--- src/rtl/vli_params.svh ---
`ifndef VLI_PARAMS_SVH
`define VLI_PARAMS_SVH

// register byte offsets
`define VLI_OFS_CTRL 8'h00
`define VLI_OFS_STATUS 8'h04
`define VLI_OFS_VERSION 8'h08

// control register fields
`define VLI_CTRL_RESTART 0
`define VLI_CTRL_SKIP 1
`define VLI_CTRL_ALLON 2
`define VLI_CTRL_RST 32'h0000_0000

// status register fields
`define VLI_STAT_LED_LSB 0
`define VLI_STAT_PHASE_LSB 4
`define VLI_STAT_DONE 8

// led vector bit positions
`define VLI_LED_USB 0
`define VLI_LED_SDI 1
`define VLI_LED_PWR 2
`define VLI_LED_DATA 3

// timing, in milliseconds, and the clock rate in kHz
`define VLI_CLK_KHZ 250000
`define VLI_STEP_MS 250
`define VLI_DIGIT_MS 500
`define VLI_GAP_MS 250
`define VLI_PAUSE_MS 1000
`define VLI_FLASH_MS 125
`define VLI_HOLD_MS 50

`endif

--- src/rtl/vli_pkg.sv ---
package vli_pkg;
   // sequencer phases
   typedef enum logic [3:0] {
      S_START = 4'h0,
      S_TEST = 4'h1,
      S_PAUSE1 = 4'h2,
      S_MCU_MAJ = 4'h3,
      S_GAP1 = 4'h4,
      S_MCU_MIN = 4'h5,
      S_PAUSE2 = 4'h6,
      S_FPGA_MAJ = 4'h7,
      S_GAP2 = 4'h8,
      S_FPGA_MIN = 4'h9,
      S_PAUSE3 = 4'ha,
      S_NORMAL = 4'hb
   } vli_state_t;
   typedef logic [3:0] vli_led_t;
endpackage

--- src/rtl/vli_tmr_if.sv ---
`timescale 1ns/1ps
`default_nettype none
// link between the sequencer and its interval timer
interface vli_tmr_if #(parameter int W = 32);
   logic load; // start a new interval
   logic [W-1:0] cycles; // interval length, at least one
   logic done; // last cycle of the interval
   modport ctl (output load, output cycles, input done);
   modport tmr (input load, input cycles, output done);
endinterface
`default_nettype wire

--- src/rtl/vli_step_timer.sv ---
`timescale 1ns/1ps
`default_nettype none
module vli_step_timer #(
   parameter int W = 32
) (
   input wire logic pclk,
   input wire logic presetn,
   vli_tmr_if.tmr t
);
   logic [W-1:0] cnt_q, cnt_d; // cycles left minus one
   logic run_q, run_d; // interval in progress

   // an interval of n cycles: done is high in its n-th cycle
   always_comb begin
      cnt_d = cnt_q;
      run_d = run_q;
      if (t.load) begin
         cnt_d = t.cycles - W'(1);
         run_d = 1'b1;
      end else if (run_q) begin
         if (cnt_q == '0) begin
            run_d = 1'b0;
         end else begin
            cnt_d = cnt_q - W'(1);
         end
      end
   end

   always_ff @(posedge pclk or negedge presetn) begin
      if (!presetn) begin
         cnt_q <= '0;
         run_q <= 1'b0;
      end else begin
         cnt_q <= cnt_d;
         run_q <= run_d;
      end
   end

   assign t.done = run_q && (cnt_q == '0);
endmodule // vli_step_timer
`default_nettype wire

--- src/rtl/vli_top.sv ---
// Functional notes
// lamp test walks all four leds in order
// digit one to four lights one led
// pause, then controller major and minor digit
// pause, then logic chip major and minor
// dark gap between major and minor digit
// final pause, then power led steady on
// usb led only while a drive is present
// video led follows valid video detect
// data led lit on remote data reception
// usb led flashes loading, steady when done
// all durations are clock cycle parameters
//
// The register addresses and the APB slave port are this design's own decisions.
`include "vli_params.svh"
`timescale 1ns/1ps
`default_nettype none
module vli_top
   import vli_pkg::*;
#(
   parameter int STEP_CYC = `VLI_STEP_MS * `VLI_CLK_KHZ,
   parameter int DIGIT_CYC = `VLI_DIGIT_MS * `VLI_CLK_KHZ,
   parameter int GAP_CYC = `VLI_GAP_MS * `VLI_CLK_KHZ,
   parameter int PAUSE_CYC = `VLI_PAUSE_MS * `VLI_CLK_KHZ,
   parameter int FLASH_CYC = `VLI_FLASH_MS * `VLI_CLK_KHZ,
   parameter int HOLD_CYC = `VLI_HOLD_MS * `VLI_CLK_KHZ
) (
   input wire logic pclk,
   input wire logic presetn,
   input wire logic psel,
   input wire logic penable,
   input wire logic pwrite,
   input wire logic [7:0] paddr,
   input wire logic [31:0] pwdata,
   output logic [31:0] prdata,
   output logic pready,
   output logic pslverr,
   input wire logic [2:0] mcu_major,
   input wire logic [2:0] mcu_minor,
   input wire logic [2:0] fpga_major,
   input wire logic [2:0] fpga_minor,
   input wire logic usb_present,
   input wire logic usb_loading,
   input wire logic usb_load_done,
   input wire logic sdi_valid,
   input wire logic remote_rx_strobe,
   output logic led_usb,
   output logic led_sdi,
   output logic led_power,
   output logic led_data
);
   // digit to led, out-of-range values clamp to the nearest end
   function automatic vli_led_t digit_led(input logic [2:0] d);
      case (d)
         3'h0, 3'h1: digit_led = 4'h1;
         3'h2: digit_led = 4'h2;
         3'h3: digit_led = 4'h4;
         default: digit_led = 4'h8;
      endcase
   endfunction

   vli_tmr_if #(.W(32)) tmr ();
   vli_step_timer #(.W(32)) u_tmr (
      .pclk(pclk),
      .presetn(presetn),
      .t(tmr)
   );

   // status levels arrive from other cores, so they are synchronised
   logic [3:0] sy1_q; // first stage, read only by the second
   logic [3:0] sy2_q; // usable levels: sdi, done, loading, present
   always_ff @(posedge pclk or negedge presetn) begin
      if (!presetn) begin
         sy1_q <= 4'h0;
         sy2_q <= 4'h0;
      end else begin
         sy1_q <= {sdi_valid, usb_load_done, usb_loading, usb_present};
         sy2_q <= sy1_q;
      end
   end

   // flash clock and data stretch; the strobe is a same-clock pulse
   logic [31:0] fl_q, fl_d; // flash half-period counter
   logic blink_q, blink_d; // flash phase
   logic [31:0] hold_q, hold_d; // keeps a short receive burst visible
   always_comb begin
      fl_d = fl_q + 32'h1;
      blink_d = blink_q;
      if (fl_q >= 32'(FLASH_CYC - 1)) begin
         fl_d = 32'h0;
         blink_d = ~blink_q;
      end
      hold_d = (hold_q != 32'h0) ? hold_q - 32'h1 : 32'h0;
      if (remote_rx_strobe) begin
         hold_d = 32'(HOLD_CYC);
      end
   end
   always_ff @(posedge pclk or negedge presetn) begin
      if (!presetn) begin
         fl_q <= 32'h0;
         blink_q <= 1'b0;
         hold_q <= 32'h0;
      end else begin
         fl_q <= fl_d;
         blink_q <= blink_d;
         hold_q <= hold_d;
      end
   end

   // apb slave: zero wait states, pready rises in every access phase
   logic [31:0] prdata_q, prdata_d;
   logic pready_q, pready_d;
   logic pslverr_q, pslverr_d;
   logic skip_q, skip_d; // jump straight to normal indication
   logic allon_q, allon_d; // force every led on
   logic restart_q, restart_d; // one-cycle request to rerun the sequence
   vli_state_t state_q, state_d;
   logic [1:0] step_q, step_d; // lamp test position
   vli_led_t led_q, led_d;
   logic hit;
   always_comb begin
      prdata_d = prdata_q;
      pslverr_d = 1'b0;
      pready_d = psel & ~penable;
      skip_d = skip_q;
      allon_d = allon_q;
      restart_d = 1'b0;
      hit = (paddr == `VLI_OFS_CTRL) || (paddr == `VLI_OFS_STATUS) ||
            (paddr == `VLI_OFS_VERSION);
      if (psel && !penable) begin
         pslverr_d = ~hit; // unmapped: error, reads zero
         prdata_d = 32'h0;
         if (!pwrite) begin
            case (paddr)
               `VLI_OFS_CTRL: begin
                  prdata_d[`VLI_CTRL_SKIP] = skip_q;
                  prdata_d[`VLI_CTRL_ALLON] = allon_q;
               end
               `VLI_OFS_STATUS: begin
                  prdata_d[`VLI_STAT_LED_LSB +: 4] = led_q;
                  prdata_d[`VLI_STAT_PHASE_LSB +: 4] = state_q;
                  prdata_d[`VLI_STAT_DONE] = (state_q == S_NORMAL);
               end
               `VLI_OFS_VERSION: begin
                  prdata_d = {20'h0, mcu_major, mcu_minor, fpga_major, fpga_minor};
               end
               default: prdata_d = 32'h0;
            endcase
         end
      end
      // writes land at the access edge that completes the transfer
      if (psel && penable && pready_q && pwrite && paddr == `VLI_OFS_CTRL) begin
         skip_d = pwdata[`VLI_CTRL_SKIP];
         allon_d = pwdata[`VLI_CTRL_ALLON];
         restart_d = pwdata[`VLI_CTRL_RESTART];
      end
   end
   always_ff @(posedge pclk or negedge presetn) begin
      if (!presetn) begin
         prdata_q <= 32'h0;
         pready_q <= 1'b0;
         pslverr_q <= 1'b0;
         skip_q <= 1'(`VLI_CTRL_RST >> `VLI_CTRL_SKIP);
         allon_q <= 1'(`VLI_CTRL_RST >> `VLI_CTRL_ALLON);
         restart_q <= 1'b0;
      end else begin
         prdata_q <= prdata_d;
         pready_q <= pready_d;
         pslverr_q <= pslverr_d;
         skip_q <= skip_d;
         allon_q <= allon_d;
         restart_q <= restart_d;
      end
   end

   // power-up sequencer; each lamp test step, pause, digit and gap lasts one timer interval
   always_comb begin
      state_d = state_q;
      step_d = step_q;
      tmr.load = 1'b0;
      tmr.cycles = 32'(STEP_CYC);
      case (state_q)
         S_START: begin
            tmr.load = 1'b1;
            step_d = 2'h0;
            state_d = S_TEST;
         end
         S_TEST: if (tmr.done) begin
            tmr.load = 1'b1;
            if (step_q == 2'h3) begin
               tmr.cycles = 32'(PAUSE_CYC);
               state_d = S_PAUSE1;
            end else begin
               step_d = step_q + 2'h1;
            end
         end
         S_PAUSE1, S_GAP1, S_PAUSE2, S_GAP2: if (tmr.done) begin
            tmr.load = 1'b1;
            tmr.cycles = 32'(DIGIT_CYC);
            state_d = vli_state_t'(state_q + 4'h1);
         end
         S_MCU_MAJ, S_FPGA_MAJ: if (tmr.done) begin
            tmr.load = 1'b1;
            tmr.cycles = 32'(GAP_CYC);
            state_d = vli_state_t'(state_q + 4'h1);
         end
         S_MCU_MIN, S_FPGA_MIN: if (tmr.done) begin
            tmr.load = 1'b1;
            tmr.cycles = 32'(PAUSE_CYC);
            state_d = vli_state_t'(state_q + 4'h1);
         end
         S_PAUSE3: if (tmr.done) begin
            state_d = S_NORMAL;
         end
         S_NORMAL: state_d = S_NORMAL;
         default: state_d = S_START;
      endcase
      // skip gives up the display; a restart wins over a skip for one S_START cycle, then skip sends it to S_NORMAL
      if (skip_q && state_q != S_NORMAL) begin
         state_d = S_NORMAL;
      end
      if (restart_q) begin
         state_d = S_START;
      end
   end

   // leds follow the next phase so the outputs line up with state_q
   always_comb begin
      case (state_d)
         S_TEST: led_d = vli_led_t'(4'h1 << step_d);
         S_MCU_MAJ: led_d = digit_led(mcu_major);
         S_MCU_MIN: led_d = digit_led(mcu_minor);
         S_FPGA_MAJ: led_d = digit_led(fpga_major);
         S_FPGA_MIN: led_d = digit_led(fpga_minor);
         S_NORMAL: begin
            led_d = 4'h0;
            led_d[`VLI_LED_PWR] = 1'b1;
            // active only with a drive present: flashing while loading, steady once the load is done
            led_d[`VLI_LED_USB] = sy2_q[0] & ((sy2_q[1] & blink_q) | sy2_q[2]);
            led_d[`VLI_LED_SDI] = sy2_q[3];
            led_d[`VLI_LED_DATA] = remote_rx_strobe | (hold_q != 32'h0);
         end
         default: led_d = 4'h0; // pauses and gaps stay dark
      endcase
      if (allon_q) begin
         led_d = 4'hf;
      end
   end
   always_ff @(posedge pclk or negedge presetn) begin
      if (!presetn) begin
         state_q <= S_START;
         step_q <= 2'h0;
         led_q <= 4'h0;
      end else begin
         state_q <= state_d;
         step_q <= step_d;
         led_q <= led_d;
      end
   end

   assign prdata = prdata_q;
   assign pready = pready_q;
   assign pslverr = pslverr_q;
   assign led_usb = led_q[`VLI_LED_USB];
   assign led_sdi = led_q[`VLI_LED_SDI];
   assign led_power = led_q[`VLI_LED_PWR];
   assign led_data = led_q[`VLI_LED_DATA];
endmodule // vli_top
`default_nettype wire

--- config.mk ---
export PLATFORM = sky130hd
export DESIGN_NAME = vli_top
export DESIGN_NICKNAME = d
export VERILOG_FILES = /design/src/rtl/vli_pkg.sv /design/src/rtl/vli_tmr_if.sv /design/src/rtl/vli_step_timer.sv /design/src/rtl/vli_top.sv
export VERILOG_INCLUDE_DIRS = /design/src /design/src/rtl
export SDC_FILE = /design/constraint.sdc
export NUM_CORES = 1
export LEC_CHECK = 0
export BUFFER_PORTS_ARGS = -buffer_cell sky130_fd_sc_hd__clkbuf_2
export CAP_MARGIN = 20
export CELL_PAD_IN_SITES_DETAIL_PLACEMENT = 1
export CELL_PAD_IN_SITES_GLOBAL_PLACEMENT = 1
export CORE_ASPECT_RATIO = 1.4
export CORE_MARGIN = 1.5
export CORE_UTILIZATION = 40
export CTS_CLUSTER_DIAMETER = 120
export DETAILED_ROUTE_END_ITERATION = 10
export PLACE_DENSITY = 0.88
export SLEW_MARGIN = 20
export SYNTH_ARGS = -nofsm -noshare
export SYNTH_HDL_FRONTEND = slang
export SYNTH_SLANG_ARGS = --single-unit
export TNS_END_PERCENT = 1
--- constraint.sdc ---
create_clock -name pclk -period 3.21 [get_ports pclk]
set_clock_uncertainty 0.15 [all_clocks]
set_input_delay 0.321 -clock pclk [delete_from_list [all_inputs] [get_ports pclk]]
set_output_delay 0.321 -clock pclk [all_outputs]
set_load 0.02 [all_outputs]
==> reports/metrics.yaml <==
placed_design:
  dp_hpwl_um: 14200
  place.gp.congestion: 0.918
  port_buffers: 50
cts:
  cts.htree.levels: 4
  clk-insertion-delay-late_ns: 0.43
  clockBufferDepth: 2
  numCtsBuffers: 17
  clock-root-buffer: "clkbuf_16"
  clk_pin_slew_ns: 0.06
  cts_sinks: 133
  cts_tree: "built"
logic_synthesis:
  yosysTopAreaCell: "dfrtp_1"
  synth_area_leaders: "dfrtp_1, nor2_1, xor2_1, nand2_1, xnor2_1"
  synth_top_cell_area_share_pct: 46.8
  ys_seq_area_share_pct: 46.8
  netlist_area_um2: 7110
  synth_edf_count: 0
  yosysMostFrequentCell: "dfrtp_1"
  syn_avg_cell_area_um2: 9.18
  synth_commonest_cells: "dfrtp_1, nor2_1, nand2_1"
  syn-instance-count: 774
  synth_seq_cells: 133
  yosys_warnings: 0
  async_flop_share_pct: 100
  synthFlopType: "dfrtp_1"
  synthDistinctLibCells: 65
global_route:
  groute.usage.overall_pct: 25.1
  grt_max_degree: 93
  antenna_found_initial: 0
  grt_pass1_wl_um: 35900
  grt_overflow: 0
  grt_pass1_vias: 7175
worst_setup_path:
  cp.arrival_ns: 3.62
  critPathSlowestCell: "or4_4"
  cp-start-kind: "register"
  slowest_delay_ns: 0.57
  end_kind: "register"
  crit_chain: "or4_4 -> or4_4 -> nor4_4 -> inv_2 -> ha_2 -> nor2b_1 -> o21ai_1 -> a21oi_2 -> a21oi_2 -> nand2_1 -> nand3_2 -> or4b_4 -> o211ai_1"
  critical_path_required_ns: 3.39
  critPathTopFamily: "simple AND/OR/NAND/NOR gates"
  startpoint: "u_tmr.cnt_q[6]"
  crit_fanout: 3
  crit_buf_inv: 1
  worstSetupPathType: "register to register"
  r2r_start: "u_tmr.cnt_q[6]"
power_and_ir_drop:
  p_per_area_nw_per_um2: 557
  power_switching_mw: 1.54
  combPwrFrac_pct: 21.1
  leakage_nw: 3.92
  seqPwrFrac_pct: 38.3
  clkPwrFrac_pct: 40.6
  internal-power_mw: 3.40
  swShare_pct: 31.1
  peakVddDrop_uv: 341
finish:
  drive_gt1_share_pct: 21.3
  area_growth_pct: 24.6
  utilization_pct: 50.9
  antennaDiodeCount: 0
  num-nets-final: 975
sta:
  setup_viol: 4
  post-route-period-util_pct: 107
  tightest_slew_ns: 0.852
  finalWorstSetupSlack_ns: -0.234
  rsz0062_at_grt: "yes"
  finalHoldViolCount: 0
  maxSlewHeadroom_pct: 43.2
  fmax_mhz: 290
  holdWs_ns: 0.0689
  maxSlewViolCount: 0
  fin_crit_ns: 3.44
status:
  outcome: "finished, violations left"
  violations: "negative setup slack"
route:
  vias: 6508
  wire_per_inst_um: 19.6
  drt_iter0_drc: 359
  totalWireLength_um: 22500
  drc: 0
  ant_nets: 0
  viasPerCell: 5.65
  dr.pass1.iters: 4
floorplan:
  die_y_um: 161
  start_util_pct: 40.8
  die_area_um2: 18600
  fp.dieW_um: 116
  core_um2: 17400
  io_pins: 100
  rows: 57
flow_run:
  cap_violations: 0
worst_hold_path:
  min_path_type: "input pin to register"
  worstHoldStart: "mcu_major[0]"
## tightest hold or removal path, stage by stage
cell      delay (ns)
clkbuf_2        0.12
nand2_1         0.07
o21ai_0         0.08
## cell families (layout without fill, tap and decap cells)
kind of cell	count (synthesis)	count (layout)	share of synthesized area (%)
and+or+nand+nor	333	333	23.4
AOI/OAI and AO/OA	155	155	13.8
DFF	133	133	46.8
buffers and inverters	69	184	4.77
xor gates and xnor gates	61	61	7.52
adders and majority gates	11	11	1.94
muxes	11	11	1.64
other	1	27	0.0528
## layout make-up
| type | instances | area [µm²] |
|---|---|---|
| repair buffers | 131 | 887 |
| fillers | 2023 | 8540 |
| flip-flops and latches | 133 | 3330 |
| clock buffers | 18 | 429 |
| inverters | 21 | 78.8 |
| multi-input cells | 598 | 3670 |
| clock inverters | 14 | 173 |
| well taps | 236 | 295 |
## power by group through the flow
stage	logic, mW	registers [mW]	clock network [mW]
2_1_floorplan	0.580	1.91	0
6_report	1.04	1.89	2.00
3_5_place_dp	0.952	1.91	0
4_1_cts	1.01	1.89	2.02
5_1_grt	1.13	1.90	2.11
3_3_place_gp	0.915	1.91	0
## layer usage
layer | GRT usage (%) | up-vias | part of all wire (%)
li1 | - | 2931 | -
met1 | 25.0 | 3280 | 36
met2 | 46.3 | 204 | 55
met3 | 5.92 | 93 | 3.1
met4 | 14.7 | 0 | 5.4
met5 | 0 | - | 0
## registers in the layout, summed over array words and instances (netlist names), 2 cells and up
| register | flops |
|---|---|
| hold_q | 32 |
| fl_q | 32 |
| prdata | 12 |
| step_q | 2 |
| sy2_q | 4 |
| sy1_q | 4 |
| state_q | 4 |
| led_q | 4 |
| u_tmr.cnt_q | 32 |
## cell usage in the layout, fill, tap and decap left out, types with 17 or more instances in the layout
master / count
dfrtp_1: 133
a21oi_1: 44
nor3_1: 26
inv_1: 19
buf_4: 72
xnor2_1: 30
nor4_1: 19
nand2_1: 70
clkbuf_16: 17
conb_1: 27
clkbuf_2: 49
nand3_1: 18
nor2_1: 105
o21ai_0: 30
xor2_1: 31
## final timing paths
kind	to	slack [ns]	cells after the start
max	led_q[1]	-0.23	13
min	prdata[9]	0.07	3
max reg2reg	led_q[1]	-0.23	13
min reg2reg	sy2_q[1]	0.21	0
max in group asynchronous	u_tmr.cnt_q[15]	1.66	3
min in group asynchronous	led_q[2]	0.40	2
## per-stage QoR
stage	instances	worst slack, ns	instance area (µm²)	total power, mW	setup TNS, ns
floorplan	800	-0.332	7210	2.49	-0.941
global placement	1108	-0.126	8030	2.82	-0.449
detailed placement	1108	-0.204	8030	2.86	-0.865
CTS	1150	-0.124	8780	4.92	-0.319
global route	1151	-0.368	8860	5.13	-1.36
finish	1151	-0.234	8860	4.94	-0.782
## what timing repair did
action | in CTS | in global routing
endpoints found under the hold margin | 97 | 1
hold buffers | 8 | 1
resized for setup | 13 | 12
pin swaps | 2 | 1
endpoints found under the setup margin | 8 | 16
buffers inserted | 2 | 0
No activity file was read; power rests on OpenSTA's default activity.
